===== src/core/adc_ctrl_pkg.sv =====
// adc_ctrl_pkg: register map, field positions, reset values and timing
// counts for the converter control block.
// assumes a 4-bit register port and a 200 MHz system clock.
package adc_ctrl_pkg;

    // ------------------------------------------------------------
    // register port geometry
    // ------------------------------------------------------------
    localparam int ADDR_W = 3;                        // register index width
    localparam int DATA_W = 4;                        // register data width

    // ------------------------------------------------------------
    // register indices
    // ------------------------------------------------------------
    localparam logic [ADDR_W-1:0] ADC_CONTROL_IDX      = 3'h0; // mode and input select
    localparam logic [ADDR_W-1:0] ADC_RESULT_LOW_IDX   = 3'h1; // visible low nibble
    localparam logic [ADDR_W-1:0] ADC_RESULT_HIGH_IDX  = 3'h2; // high nibble
    localparam logic [ADDR_W-1:0] SYSTEM_CONTROL_3_IDX = 3'h3; // reference select
    localparam logic [ADDR_W-1:0] ADC_IRQ_CONTROL_IDX  = 3'h4; // mask and pending

    // ------------------------------------------------------------
    // field positions
    // ------------------------------------------------------------
    localparam int CTL_SEL_A_BIT   = 0;               // input_select_a
    localparam int CTL_SEL_B_BIT   = 1;               // input_select_b
    localparam int CTL_SINGLE_BIT  = 2;               // one-shot select
    localparam int CTL_GO_BIT      = 3;               // convert_go / conversion_active
    localparam int SC3_LOGIC_BIT   = 0;               // logic_supervisor_disable
    localparam int SC3_OSC_BIT     = 1;               // oscillator_supervisor_disable
    localparam int SC3_REF_BIT     = 3;               // reference_source_select
    localparam int IRQ_MASK_BIT    = 0;               // conversion_irq_mask
    localparam int IRQ_PEND_BIT    = 1;               // pending request (read only)

    // ------------------------------------------------------------
    // reset values
    // ------------------------------------------------------------
    localparam logic [DATA_W-1:0] ADC_CONTROL_RST      = 4'h0; // continuous, reference pad
    localparam logic [DATA_W-1:0] ADC_RESULT_RST       = 4'h0; // result nibbles
    localparam logic [DATA_W-1:0] SYSTEM_CONTROL_3_RST = 4'h0; // external reference
    localparam logic              IRQ_MASK_RST         = 1'b1; // masked by default

    // ------------------------------------------------------------
    // timing
    // ------------------------------------------------------------
    localparam int CLK_HZ          = 200_000_000;     // system clock rate
    localparam int ACQ_CYC         = 2;               // acquisition cycles
    localparam int CONV_CYC        = 10;              // full conversion cycles
    localparam int CONT_RATE_HZ    = 3200;            // continuous repeat rate
    localparam int CONT_PERIOD_CYC = CLK_HZ / CONT_RATE_HZ; // cycles per repeat
    localparam logic [7:0] SAR_FIRST = 8'h80;         // first trial: sign bit

endpackage


===== src/core/adc_conversion_control.sv =====
// adc_conversion_control: register file, sequencer and successive
// approximation logic for an 8-bit bipolar converter.
// assumes an analog comparator and trial dac outside, synchronous inputs,
// and a register master that never issues read and write together.
//
// How it works
// - valid result: high nibble, low to shadow
// - low register loads from shadow on high read
// - conversion end raises done request
// - two-cycle acquisition, sample held until end
// - whole conversion takes ten clock cycles
// - bit seven set when above virtual ground
// - negative magnitudes in ones' complement
// - two select bits choose converter input
// - reset gives continuous mode, reference pad
// - reference select one picks internal supply
// - one-shot bit: zero continuous, one single
// - continuous go repeats conversions at 3.2kHz
// - clearing go finishes current conversion first
// - continuous: request per conversion, masked default
// - single: one conversion, go auto-clears, request
`timescale 1ns/1ps

module adc_conversion_control
    import adc_ctrl_pkg::*;
#(
    parameter int CONT_PERIOD = CONT_PERIOD_CYC          // cycles between starts
) (
    input  wire logic                          clk_sys,       // system clock
    input  wire logic                          rst_n,         // sync reset, active low
    input  wire logic [adc_ctrl_pkg::ADDR_W-1:0] reg_addr,    // register index
    input  wire logic [adc_ctrl_pkg::DATA_W-1:0] reg_wdata,   // write data
    input  wire logic                          reg_wr,        // write strobe
    input  wire logic                          reg_rd,        // read strobe
    output logic      [adc_ctrl_pkg::DATA_W-1:0] reg_rdata,   // read data, next cycle
    input  wire logic                          cmp_above,     // comparator: vin above trial
    output logic                               sample_hold,   // high while sampling
    output logic      [7:0]                    dac_code,      // trial code to dac
    output logic                               input_select_a, // mux select a
    output logic                               input_select_b, // mux select b
    output logic                               reference_source_select, // 1: internal
    output logic                               oscillator_supervisor_disable, // sys ctl
    output logic                               logic_supervisor_disable, // sys ctl
    output logic                               conversion_active, // converting
    output logic                               conversion_done_irq, // request to cpu
    input  wire logic                          irq_ack        // controller acknowledge
);

    // ------------------------------------------------------------
    // declarations
    // ------------------------------------------------------------
    localparam int WAIT_CYC = CONT_PERIOD - CONV_CYC;    // idle gap between conversions
    localparam int CNT_W    = $clog2(CONT_PERIOD + 1);   // counter width

    typedef enum logic [3:0] {
        ST_IDLE = 4'b0001,                               // no conversion
        ST_ACQ  = 4'b0010,                               // sampling input
        ST_SAR  = 4'b0100,                               // bit decisions
        ST_GAP  = 4'b1000                                // continuous spacing
    } seq_state_t;

    seq_state_t              state_r;                    // sequencer state
    seq_state_t              state_nxt;                  // next state
    logic [CNT_W-1:0]        cnt_r;                      // acquisition / gap counter
    logic [CNT_W-1:0]        cnt_nxt;                    // next count
    logic [7:0]              code_r;                     // current trial code
    logic [7:0]              code_nxt;                   // next trial code
    logic [7:0]              bit_r;                      // bit under test, one-hot
    logic [7:0]              bit_nxt;                    // next bit under test
    logic [2:0]              ctl_r;                      // single, sel_b, sel_a
    logic                    go_r;                       // convert_go
    logic                    go_nxt;                     // next convert_go
    logic [DATA_W-1:0]       high_r;                     // result high nibble
    logic [DATA_W-1:0]       low_r;                      // visible low nibble
    logic [DATA_W-1:0]       shadow_r;                   // hidden low nibble
    logic [DATA_W-1:0]       sc3_r;                      // system control 3
    logic                    mask_r;                     // conversion_irq_mask
    logic                    pend_r;                     // pending done request
    logic [DATA_W-1:0]       rdata_r;                    // registered read data
    logic [DATA_W-1:0]       rd_mux;                     // selected read value

    // ------------------------------------------------------------
    // address decode
    // ------------------------------------------------------------
    wire wr_ctl   = reg_wr && (reg_addr == ADC_CONTROL_IDX);      // control write
    wire wr_low   = reg_wr && (reg_addr == ADC_RESULT_LOW_IDX);   // low write
    wire wr_high  = reg_wr && (reg_addr == ADC_RESULT_HIGH_IDX);  // high write
    wire wr_sc3   = reg_wr && (reg_addr == SYSTEM_CONTROL_3_IDX); // sys ctl write
    wire wr_irq   = reg_wr && (reg_addr == ADC_IRQ_CONTROL_IDX);  // mask write
    wire rd_high  = reg_rd && (reg_addr == ADC_RESULT_HIGH_IDX);  // high read

    // ------------------------------------------------------------
    // sequencer helpers
    // ------------------------------------------------------------
    wire single_mode = ctl_r[CTL_SINGLE_BIT];
    wire last_bit    = (state_r == ST_SAR) && bit_r[0];            // final decision
    wire conv_done   = last_bit;                                   // result valid
    // keep the tested bit if input above trial, then try the next bit
    wire [7:0] decided = cmp_above ? code_r : (code_r & ~bit_r);

    // ------------------------------------------------------------
    // sequencer next state
    // ------------------------------------------------------------
    always_comb begin
        state_nxt = state_r;
        cnt_nxt   = cnt_r;
        code_nxt  = code_r;
        bit_nxt   = bit_r;
        case (state_r)
            ST_IDLE: begin                                 // wait for go
                if (go_r) begin
                    state_nxt = ST_ACQ;
                    cnt_nxt   = '0;
                end
            end
            ST_ACQ: begin                                  // sample for two cycles
                cnt_nxt = cnt_r + 1'b1;
                if (cnt_r == CNT_W'(ACQ_CYC - 1)) begin
                    state_nxt = ST_SAR;
                    code_nxt  = SAR_FIRST;
                    bit_nxt   = SAR_FIRST;
                end
            end
            ST_SAR: begin                                  // one bit per cycle
                code_nxt = decided | (bit_r >> 1);
                bit_nxt  = bit_r >> 1;
                if (bit_r[0]) begin                        // conversion finished
                    code_nxt = decided;
                    cnt_nxt  = '0;
                    // continuous with go still set waits for the next slot
                    if (!single_mode && go_r) begin
                        state_nxt = ST_GAP;
                    end else begin
                        state_nxt = ST_IDLE;
                    end
                end
            end
            ST_GAP: begin                                  // spacing to 3.2kHz
                cnt_nxt = cnt_r + 1'b1;
                if (!go_r) begin                           // stopped by software
                    state_nxt = ST_IDLE;
                end else if (cnt_r == CNT_W'(WAIT_CYC - 1)) begin
                    state_nxt = ST_ACQ;
                    cnt_nxt   = '0;
                end
            end
            default: begin                                 // illegal code recovers
                state_nxt = ST_IDLE;
                cnt_nxt   = '0;
            end
        endcase
    end

    // ------------------------------------------------------------
    // sequencer registers
    // ------------------------------------------------------------
    always_ff @(posedge clk_sys) begin
        if (!rst_n) begin
            state_r <= ST_IDLE;
            cnt_r   <= '0;
            code_r  <= SAR_FIRST;
            bit_r   <= 8'h00;
        end else begin
            state_r <= state_nxt;
            cnt_r   <= cnt_nxt;
            code_r  <= code_nxt;
            bit_r   <= bit_nxt;
        end
    end

    // ------------------------------------------------------------
    // convert_go: written by software, cleared at single-mode end
    // ------------------------------------------------------------
    always_comb begin
        go_nxt = go_r;
        if (conv_done && single_mode) begin
            go_nxt = 1'b0;
        end
        if (wr_ctl) begin
            go_nxt = reg_wdata[CTL_GO_BIT];                // write wins
        end
    end

    // ------------------------------------------------------------
    // control and system control 3
    // ------------------------------------------------------------
    always_ff @(posedge clk_sys) begin
        if (!rst_n) begin
            ctl_r <= ADC_CONTROL_RST[2:0];
            go_r  <= ADC_CONTROL_RST[CTL_GO_BIT];
            sc3_r <= SYSTEM_CONTROL_3_RST;
        end else begin
            go_r <= go_nxt;
            if (wr_ctl) begin
                ctl_r <= reg_wdata[2:0];
            end
            if (wr_sc3) begin
                sc3_r <= reg_wdata & 4'hb;                 // bit 2 reserved
            end
        end
    end

    // ------------------------------------------------------------
    // result registers
    // ------------------------------------------------------------
    always_ff @(posedge clk_sys) begin
        if (!rst_n) begin
            high_r   <= ADC_RESULT_RST;
            shadow_r <= ADC_RESULT_RST;
            low_r    <= ADC_RESULT_RST;
        end else begin
            if (conv_done) begin
                high_r   <= decided[7:4];
                shadow_r <= decided[3:0];
            end else if (wr_high) begin
                high_r <= reg_wdata;                       // software write
            end
            if (rd_high) begin
                low_r <= shadow_r;
            end else if (wr_low) begin
                low_r <= reg_wdata;                        // software write
            end
        end
    end

    // ------------------------------------------------------------
    // done request: set wins over acknowledge
    // ------------------------------------------------------------
    always_ff @(posedge clk_sys) begin
        if (!rst_n) begin
            pend_r <= 1'b0;
            mask_r <= IRQ_MASK_RST;
        end else begin
            if (conv_done) begin
                pend_r <= 1'b1;
            end else if (irq_ack) begin
                pend_r <= 1'b0;
            end
            if (wr_irq) begin
                mask_r <= reg_wdata[IRQ_MASK_BIT];
            end
        end
    end

    // ------------------------------------------------------------
    // read path
    // ------------------------------------------------------------
    always_comb begin
        case (reg_addr)
            ADC_CONTROL_IDX:      rd_mux = {conversion_active, ctl_r};
            ADC_RESULT_LOW_IDX:   rd_mux = low_r;
            ADC_RESULT_HIGH_IDX:  rd_mux = high_r;
            SYSTEM_CONTROL_3_IDX: rd_mux = sc3_r;
            ADC_IRQ_CONTROL_IDX:  rd_mux = {2'b00, pend_r, mask_r};
            default:              rd_mux = 4'h0;           // unmapped reads zero
        endcase
    end

    always_ff @(posedge clk_sys) begin
        if (!rst_n) begin
            rdata_r <= 4'h0;
        end else begin
            rdata_r <= reg_rd ? rd_mux : 4'h0;             // valid only after a read
        end
    end

    // ------------------------------------------------------------
    // outputs
    // ------------------------------------------------------------
    assign reg_rdata                     = rdata_r;
    assign sample_hold                   = (state_r == ST_ACQ);
    assign dac_code                      = code_r;
    assign conversion_active             = (state_r == ST_ACQ) || (state_r == ST_SAR);
    assign input_select_a                = ctl_r[CTL_SEL_A_BIT];
    assign input_select_b                = ctl_r[CTL_SEL_B_BIT];
    assign reference_source_select       = sc3_r[SC3_REF_BIT];
    assign oscillator_supervisor_disable = sc3_r[SC3_OSC_BIT];
    assign logic_supervisor_disable      = sc3_r[SC3_LOGIC_BIT];
    assign conversion_done_irq           = pend_r && !mask_r;

endmodule


===== config.mk =====
export PLATFORM = sky130hd
export DESIGN_NAME = adc_conversion_control
export DESIGN_NICKNAME = d
export VERILOG_FILES = /design/src/core/adc_ctrl_pkg.sv /design/src/core/adc_conversion_control.sv
export SDC_FILE = /design/constraint.sdc
export NUM_CORES = 1
export LEC_CHECK = 0
export BUFFER_PORTS_ARGS = -buffer_cell sky130_fd_sc_hd__buf_2
export CAP_MARGIN = 0
export CORE_ASPECT_RATIO = 2
export CORE_MARGIN = 2
export CORE_UTILIZATION = 60
export CTS_BUF_LIST = sky130_fd_sc_hd__clkbuf_8
export CTS_CLUSTER_SIZE = 10
export DETAILED_ROUTE_END_ITERATION = 7
export PLACE_DENSITY = 0.81
export SLEW_MARGIN = 10
export SYNTH_ARGS = -nofsm -noshare
export SYNTH_HDL_FRONTEND = slang
export SYNTH_SLANG_ARGS = --single-unit

===== constraint.sdc =====
create_clock -name clk_sys -period 2 [get_ports clk_sys]
set_input_delay 0.4 -clock clk_sys [delete_from_list [all_inputs] [get_ports clk_sys]]
set_output_delay 0.4 -clock clk_sys [all_outputs]
set_load 0.01 [all_outputs]

After elaboration in Yosys (flattened, before gate mapping)
Index checks and enable logic that the tools add are counted.

Word-level logic and storage cells: 80. Bits in latches: 0. Bits of input ports: 13. Memories kept: 0. Bits in read-only memories: 0. Register bits after elaboration: 61. Memory bits (writable): 0. Output and inout bits: 20.

Shift operators: 0. Bitwise operators: 3. Add/subtract/negate cells: 1. Div/mod/pow operators: 0. Reduce and logical (&&, ||, !) cells: 23. $lt $le $gt $ge: 0. Muxes and demuxes: 26. Multiply operators: 0. Eq/ne operators: 14.

Operator list (count): $mux W16 (4); $pmux W16 S4 (1); $mux W4 (10); $pmux W8 S2 (2); $mux W8 (3); $pmux W4 S5 (1); $add A16 B1 Y16 const B (1); $eq A16 B1 Y1 const B (1); $eq A16 B16 Y1 const B (1); $pmux W4 S4 (1); $logic_and A1 B1 Y1 (10); $reduce_bool A2 Y1 (5); $and A8 B8 Y8 (1); $not A8 Y8 (1); $or A8 B7 Y8 (1); $eq A3 B2 Y1 const B (2); $reduce_and A2 Y1 (3); $eq A4 B1 Y1 const B (1); $eq A4 B2 Y1 const B (1); $eq A4 B3 Y1 const B (1); $eq A4 B4 Y1 const B (1); $mux W1 (4); $ne A2 B2 Y1 const B (2); $reduce_and A4 Y1 (1); 7 further kinds (8).

Depth between registers and ports, before layout
Gate-level depths: netlist (run 1).

Word-level depth: 6. Depth in mapped cells: 9. Gate-level depth less buffers: 7.

Worst setup path before layout (run 1)
Ideal clock, no wire load.

Path kind: register to register. From: reg cnt_r[0]. To: reg cnt_r[13]. Arrival time: 1.714 ns. Required time: 1.885 ns. Buffers on the path: 1. Setup slack: 0.171 ns. Period minus slack after synthesis: 1.829 ns. Stages on the path, launching flop included: 8. Setup time: 0.115 ns. Cell sequence: dfxtp_1 ha_1 nor4b_2 nand2_1 o41a_1 a31oi_4 buf_6 nor2_2.

Longest elaborated chain between the ends: 4. Elaborated cells on any way between the ends: 5. Classes of those cells: add/sub (1); eq/ne (1); mux (3).

Ends and longest elaborated chain: from (decl) (line adc_conversion_control.sv:64) `logic [CNT_W-1:0] cnt_r;`; from (signal assigned) (line adc_conversion_control.sv:165) `cnt_r <= cnt_nxt;`; $add A16 B1 Y16 or $eq A16 B16 Y1 (tied branches) (line adc_conversion_control.sv:117, adc_conversion_control.sv:139, adc_conversion_control.sv:142); $mux W16 (line adc_conversion_control.sv:142) `end else if (cnt_r == CNT_W'(WAIT_CYC - 1)) begin`; $mux W16 (line adc_conversion_control.sv:140) `if (!go_r) begin`; $pmux W16 S4 (*) (line adc_conversion_control.sv:109) `case (state_r)`.

Every way passes the cells marked *; elsewhere a longest branch is shown, timed or not. A chain may end at the register's enable or synchronous reset.

Final worst setup path (run 1)
From: reg cnt_r[1]. To: reg cnt_r[1].

The elaborated chain is that of the path after synthesis.

==> qor.tcl, run 1 <==
set qor(outcome) {completed}
set qor(tritoncts) {yes}
set qor(synth_compound_area_share_pct) 15.60
set qor(grt_pass1_vias) 2594
set qor(critical_path.top_delay_family) {compound AO/OA/AOI/OAI gates}
set qor(initial_util_pct) 61.99
set qor(die_height_um) 104.3
set qor(layout-drive-gt1-share_pct) 22.19
set qor(cap_violations) 0
set qor(worstHoldPathType) {input pin to flip-flop}
set qor(cts_setup_buffers) 0
set qor(routedWlPerCell_um) 15.88
set qor(root_buffer) {clkbuf_8}
set qor(detail_route.wirelength_mm) 7.131
set qor(buffer_ports.inserted) 32
set qor(worstReg2RegStart) {cnt_r[1]}
set qor(cts_max_path_buffers) 2
set qor(final_util_pct) 69.93
set qor(antenna_found_initial) 0
set qor(final-instance-count-excl-fill) 449
set qor(cts.sinks) 61
set qor(power.static_leakage_nw) 1.285
set qor(floorplan.io_pins) 33
set qor(clk_latency_ns) 0.34
set qor(post-synth-top-area-cell) {dfxtp_1}
set qor(placed_cells_incl_taps) 435
set qor(cp_num_buf_inv) 2
set qor(dominant_combinational_cell_family_by_area_after_synthesis) {simple AND/OR/NAND/NOR gates}
set qor(clk_pin_slew_worst_paths_ns) 0.06
set qor(first_iter_violations) 72
set qor(pin_count_of_the_biggest_net_entering_global_routing) 37
set qor(number_of_synthesized_flops_with_an_enable_pin) 0
set qor(tightest_slew_ns) 0.6502
set qor(grt_overflow) 0
set qor(place_ws_ns) 0.06777
set qor(synth_simple_gate_area_share_pct) 28.05
set qor(seq_total_area_yosys_pct) 40.50
set qor(worst_hold_slack_ns) 0.3130
set qor(length_in_cells_of_the_worst_reg_to_reg_path) 8
set qor(areaGrowthSynthToFinish_pct) 12.82
set qor(htree_num_levels) 3
set qor(final_antenna_net_count) 0
set qor(synth_mux_area_share_pct) 4.813
set qor(mappedNetlistNets) 364
set qor(share_of_the_synthesized_area_in_the_top_cell_type_pct) 40.50
set qor(first_drt_pass_iteration_count) 4
set qor(antenna_cells) 0
set qor(ys_types) 53
set qor(fin_total_pwr_mw) 2.705
set qor(setup_violations) 0
set qor(die_width_um) 54.13
set qor(via_count) 2626
set qor(grt_usage_pct) 28.29
set qor(place.gp.congestion) 0.8469
set qor(timing.setup.critical_path_class) {flip-flop to flip-flop}
set qor(finClkSkew_ns) 0.006682
set qor(hold_depth) 2
set qor(syn-instance-count) 349
set qor(final_period_minus_worst_setup_slack_ns) 1.828
set qor(whs_endpoint) {mask_r}
set qor(critical-path-slowest-cell) {o41a_1}
set qor(r2r_slack_ns) 0.17
set qor(setup.worst_path.start_class) {flip-flop}
set qor(std_cell_rows) 36
set qor(final_nets) 404
set qor(synth_fa_ha_area_share_pct) 0.8299
set qor(unrepaired_setup_endpoints_after_global_routing) {no}
set qor(worst_ir_drop_vdd_mv) 0.8279
set qor(reg2reg_to) {cnt_r[1]}
set qor(final_min_period_over_clock_period_pct) 91.39
set qor(tns_ns) 0
set qor(die_area_mm2) 0.005643
set qor(max_slew_margin_pct) 56.06
set qor(mappedNetlistArea_mm2) 0.003015
set qor(post_drt_via_cell_ratio) 5.849
set qor(timing.critical_path.fanout_max) 16
set qor(fin_area_mm2) 0.003402
set qor(pwr_density_cell_mw_per_mm2) 795.1
set qor(postSynthAreaPerCell_um2) 8.640
set qor(global_route_wire_length_before_repair_mm) 11.61
set qor(fmax_mhz) 547.1
set qor(cp_data_arrival_time_ns) 2.05
set qor(drc) 0
set qor(hpwlAfterDp_mm) 5.444
set qor(synth-async-reset-ratio_pct) 0
set qor(crit_chain) {inv_1 > ha_1 > nor4b_2 > nand2_1 > o41a_1 > a31oi_4 > buf_12 > a211oi_1}
set qor(synth.yosys.warnings) 0
set qor(min-delay-start) {rst_n}
set qor(delay_of_the_slowest_cell_on_the_worst_path_ns) 0.39
set qor(ys_dominant_reg_cell) {dfxtp_1}
set qor(synth.area.top_cells) {dfxtp_1, a21oi_1, nand2_1}
set qor(yosys_register_bits) 61
set qor(synth-xor-area-share_pct) 4.066
set qor(slew_viol_final) 0
set qor(layout_setup_ws_ns) 0.1722
set qor(finalHoldViolCount) 0
set qor(category_of_the_worst_setup_path_capture_point) {flip-flop}
set qor(design.core.area_mm2) 0.004865
set qor(worst_ep_required_time_ns) 2.22
set qor(tritoncts.num_buffers) 9
set qor(placedInstanceArea_mm2) 0.003251
cells in the mapped netlist (8+ instances only):
master / number
nor2b_1: 12
nor2_2: 10
nor2_1: 32
a31oi_1: 8
mux2i_1: 10
a21oi_1: 27
xor2_1: 11
a211oi_1: 9
nand2_1: 34
nand3_1: 15
nand2b_1: 9
o21ai_0: 12
dfxtp_1: 61
inv_1: 12
kinds of logic (layout without fill, tap and decap cells):
logic type      after synthesis  in the layout
xor+xnor                     14             14
mux                          12             12
simple gates                155            155
compound gates               72             72
fa+ha+maj                     2              2
flops                        61             61
buf+inv                      33             76
registers in the layout (all words and copies together) (netlist names):
register / flops
bit_r: 8
cnt_r: 16
ctl_r: 3
dac_code: 8
go_r: 1
high_r: 4
low_r: 4
mask_r: 1
pend_r: 1
reg_rdata: 4
sc3_r: 3
shadow_r: 4
state_r: 4
cell usage in the layout, fill, tap and decap left out, types with 3 or more instances in the layout:
cell      instances
or2_2             4
a21oi_1          27
buf_2            32
a31oi_1           8
nor2_2           10
o21ai_0          11
buf_4            16
nand2b_1          9
nor2_1           32
nor4_1            3
inv_1            14
nand2_1          34
dfxtp_1          61
nor3_1            5
a222oi_1          4
xnor2_1           3
xor2_1           11
and3_1            4
nand4_1           7
nor3b_1           6
mux2i_1          10
a211oi_1          9
clkbuf_8          9
nor2b_1          12
clkinv_2          3
nand3_1          15
worst register-to-register path, stage by stage (launching register included):
cell      delay, ns
dfxtp_1        0.34
inv_1          0.07
ha_1           0.12
nor4b_2        0.19
nand2_1        0.13
o41a_1         0.39
a31oi_4        0.23
buf_12         0.18
a211oi_1       0.07
how the worst max path moves through the flow:
stage | startpoint | to | slack [ns] | cells after the start
floorplan | cnt_r[0] | cnt_r[13] | 0.17 | 7
global placement | cnt_r[1] | cnt_r[1] | 0.13 | 8
detailed placement | cnt_r[1] | cnt_r[1] | 0.07 | 8
CTS | cnt_r[1] | cnt_r[1] | 0.06 | 8
global route | cnt_r[1] | cnt_r[1] | 0.05 | 8
finish | cnt_r[1] | cnt_r[1] | 0.17 | 8
report_power, final:
part | switching [mW] | internal [mW]
Sequential | 0.0339 | 1.26
Clock | 0.436 | 0.418
Combinational | 0.330 | 0.229
layer usage:
metal  GRT usage (%)  share of wire [%]
met1           23.24                 35
met2           54.73                 60
met3           7.328                2.8
met4           13.75                2.9
met5               0                  0
cell type report:
class / count / area, µm²
clock buffers: 9 / 123.9
clock inverters: 5 / 22.52
fillers: 432 / 1463
inverters: 13 / 48.80
multi-input cells: 255 / 1614
flip-flops and latches: 61 / 1221
well taps: 57 / 71.32
repair buffers: 49 / 300.3
repair_timing:
item	4_1_cts	5_1_grt
endpoints found under the setup margin	0	23
gates resized for setup	0	1
hold buffers	0	0
No activity file was read; power rests on OpenSTA's default activity.
==> inputs of run 2 (changes only) <==
--- a/config.mk
+++ b/config.mk
@@ -14,6 +14,7 @@
 export CTS_CLUSTER_SIZE = 10
 export DETAILED_ROUTE_END_ITERATION = 7
 export PLACE_DENSITY = 0.81
+export RECOVER_POWER = 100
 export SLEW_MARGIN = 10
 export SYNTH_ARGS = -nofsm -noshare
 export SYNTH_HDL_FRONTEND = slang
==> run 2 against run 1 <==
Net effect: sequential power about the same; combinational power down 4.8%; critical path type is now flip-flop to primary output; first-iteration DRC count fell by 4.2%; global-route usage stayed put; hold slack got worse by 0.0012 ns; via count shrank 0.23%; non-clock buffer count did not move; critical path depth shrank 4; critical endpoint is now conversion_active; die area did not move; register-to-register slack is essentially flat; clock power hardly changed; wire length fell by 0.24%.
==> qor.tcl, run 2 (synthesized netlist as in run 1, its figures left out) <==
set qor(outcome) {completed}
set qor(layout-drive-gt1-share_pct) 14.54 ;# -7.7 points
set qor(grt_pass1_vias) 2594 ;# unchanged
set qor(finClkSkew_ns) 0.006549 ;# -0.0001326 ns
set qor(setup_violations) 0 ;# unchanged
set qor(setup.worst_path.start_class) {flip-flop}
set qor(grt_overflow) 0 ;# unchanged
set qor(fmax_mhz) 547.2 ;# about the same
set qor(delay_of_the_slowest_cell_on_the_worst_path_ns) 0.33 ;# -0.06 ns
set qor(tritoncts) {yes}
set qor(tns_ns) 0 ;# unchanged
set qor(global_route_wire_length_before_repair_mm) 11.61 ;# unchanged
set qor(htree_num_levels) 3 ;# unchanged
set qor(place.gp.congestion) 0.8469 ;# unchanged
set qor(worst_ep_required_time_ns) 1.60 ;# -0.62 ns
set qor(count_of_hold_buffers_inserted_by_post_cts_repair) 0 ;# unchanged
set qor(worst_hold_slack_ns) 0.3118 ;# -0.001159 ns
set qor(timing.critical_path.fanout_max) 3 ;# -13
set qor(die_height_um) 104.3 ;# unchanged
set qor(worst_ir_drop_vdd_mv) 0.8001 ;# -3.4%
set qor(tightest_slew_ns) 0.6492 ;# -0.001009 ns
set qor(clk_pin_slew_worst_paths_ns) 0.06 ;# about the same
set qor(detail_route.wirelength_mm) 7.114 ;# -0.24%
set qor(antenna_cells) 0 ;# unchanged
set qor(final-instance-count-excl-fill) 449 ;# unchanged
set qor(drc) 0 ;# unchanged
set qor(std_cell_rows) 36 ;# unchanged
set qor(place_ws_ns) 0.06777 ;# unchanged
set qor(clk_latency_ns) 0.34 ;# about the same
set qor(worstHoldPathType) {input pin to flip-flop}
set qor(multi_input_area_mm2) 0.001594 ;# -1.2%
set qor(power.static_leakage_nw) 1.185 ;# -7.8%
set qor(max_slew_margin_pct) 56.13 ;# +0.068 points
set qor(placed_cells_incl_taps) 435 ;# unchanged
set qor(die_width_um) 54.13 ;# unchanged
set qor(final_period_minus_worst_setup_slack_ns) 1.827 ;# -0.0002630 ns
set qor(unrepaired_setup_endpoints_after_global_routing) {no}
set qor(first_iter_violations) 69 ;# -4.2%
set qor(grt_usage_pct) 28.29 ;# unchanged
set qor(areaGrowthSynthToFinish_pct) 10.75
set qor(buffer_ports.inserted) 32 ;# unchanged
set qor(finalHoldViolCount) 0 ;# unchanged
set qor(largest_reg_flops) 16 ;# unchanged
set qor(initial_util_pct) 61.99 ;# unchanged
set qor(layout_setup_ws_ns) 0.1725 ;# +0.0002630 ns
set qor(final_min_period_over_clock_period_pct) 91.37 ;# about the same
set qor(die_area_mm2) 0.005643 ;# unchanged
set qor(design.core.area_mm2) 0.004865 ;# unchanged
set qor(fin_total_pwr_mw) 2.677 ;# -1.0%
set qor(cts_max_path_buffers) 2 ;# unchanged
set qor(mostFrequentLayoutCells) {dfxtp_1, nor2_1, nand2_1}
set qor(final_nets) 404 ;# unchanged
set qor(first_drt_pass_iteration_count) 4 ;# unchanged
set qor(floorplan.io_pins) 33 ;# unchanged
set qor(hpwlAfterDp_mm) 5.444 ;# unchanged
set qor(fillCellCount) 442 ;# +2.3%
set qor(cap_violations) 0 ;# unchanged
set qor(tritoncts.num_buffers) 9 ;# unchanged
set qor(pwr_density_cell_mw_per_mm2) 801.5 ;# +0.81%
set qor(cts.sinks) 61 ;# unchanged
set qor(crit_chain) {nand2b_4 > or3_4 > nand2_1 > clkbuf_1}
set qor(pin_count_of_the_biggest_net_entering_global_routing) 37 ;# unchanged
set qor(post_drt_via_cell_ratio) 5.835 ;# -0.23%
set qor(cts_setup_buffers) 0 ;# unchanged
set qor(routedWlPerCell_um) 15.84 ;# -0.24%
set qor(via_count) 2620 ;# -0.23%
set qor(timing.setup.critical_path_class) {flip-flop to primary output}
set qor(critical-path-slowest-cell) {dfxtp_1}
set qor(final_util_pct) 68.65 ;# -1.3 points
set qor(category_of_the_worst_setup_path_capture_point) {primary output}
set qor(root_buffer) {clkbuf_8}
set qor(fin_area_mm2) 0.003339 ;# -1.8%
set qor(layout_commonest_cell) {dfxtp_1}
set qor(antenna_found_initial) 0 ;# unchanged
set qor(flip_flop_and_latch_area_mm2) 0.001221 ;# unchanged
set qor(max_flop_register) {cnt_r}
set qor(placedInstanceArea_mm2) 0.003251 ;# unchanged
set qor(slew_viol_final) 0 ;# unchanged
set qor(final_antenna_net_count) 0 ;# unchanged
set qor(cp_data_arrival_time_ns) 1.43 ;# -0.62 ns
## run 2: cell count changes in the layout (fill, tap and decap cells not counted)
| cell | delta |
|---|---|
| clkbuf_1 | +23 |
| a211oi_2 | -1 |
| buf_2 | -21 |
| and2_1 | -1 |
| nor2_2 | -6 |
| a211oi_1 | +1 |
| buf_6 | +1 |
| buf_12 | -1 |
| nor2_1 | +6 |
| buf_4 | -2 |
| and2_0 | +1 |
## run 2: worst paths after layout
path	from	end	slack, ns	cells past startpoint
setup / recovery	state_r[2]	conversion_active	0.17	4
hold / removal	rst_n	mask_r	0.31	2
setup reg to reg	cnt_r[1]	cnt_r[1]	0.18	8
hold reg to reg	shadow_r[0]	shadow_r[0]	0.46	2
## run 2: worst max-delay path, delay by kind of cell (launching register included)
family,cells,cell delay (ns)
buffers and inverters,1,0.18
DFF,1,0.33
and+or+nand+nor,3,0.58
## run 2: where the power goes
part	switching, mW	internal, mW	leakage, nW	total, mW
clock network	0.435	0.418	0.0871	0.853
logic	0.320	0.212	0.606	0.532
registers	0.0340	1.26	0.492	1.29
total	0.789	1.89	1.19	2.68
## run 2: area by class of cell
type / count / area share [%]
Clock buffer: 9 / 3.709
Clock inverter: 5 / 0.6744
Inverter: 13 / 1.461
Multi-Input combinational cell: 255 / 47.73
Sequential cell: 61 / 36.57
Tap cell: 57 / 2.136
Timing Repair Buffer: 49 / 7.718
## run 2: repair_timing
action                     CTS  global route
hold endpoints to repair     0             0
setup endpoints to repair    0            23
gates resized for setup      0             1
## run 2: metal layers
metal / global-route usage, % / routed length, µm / vias to the layer above
met5: 0 / 0 / -
met4: 13.75 / 205 / 0
met3: 7.328 / 204 / 18
met2: 54.73 / 4271 / 50
met1: 23.24 / 2433 / 1244
li1: - / - / 1308
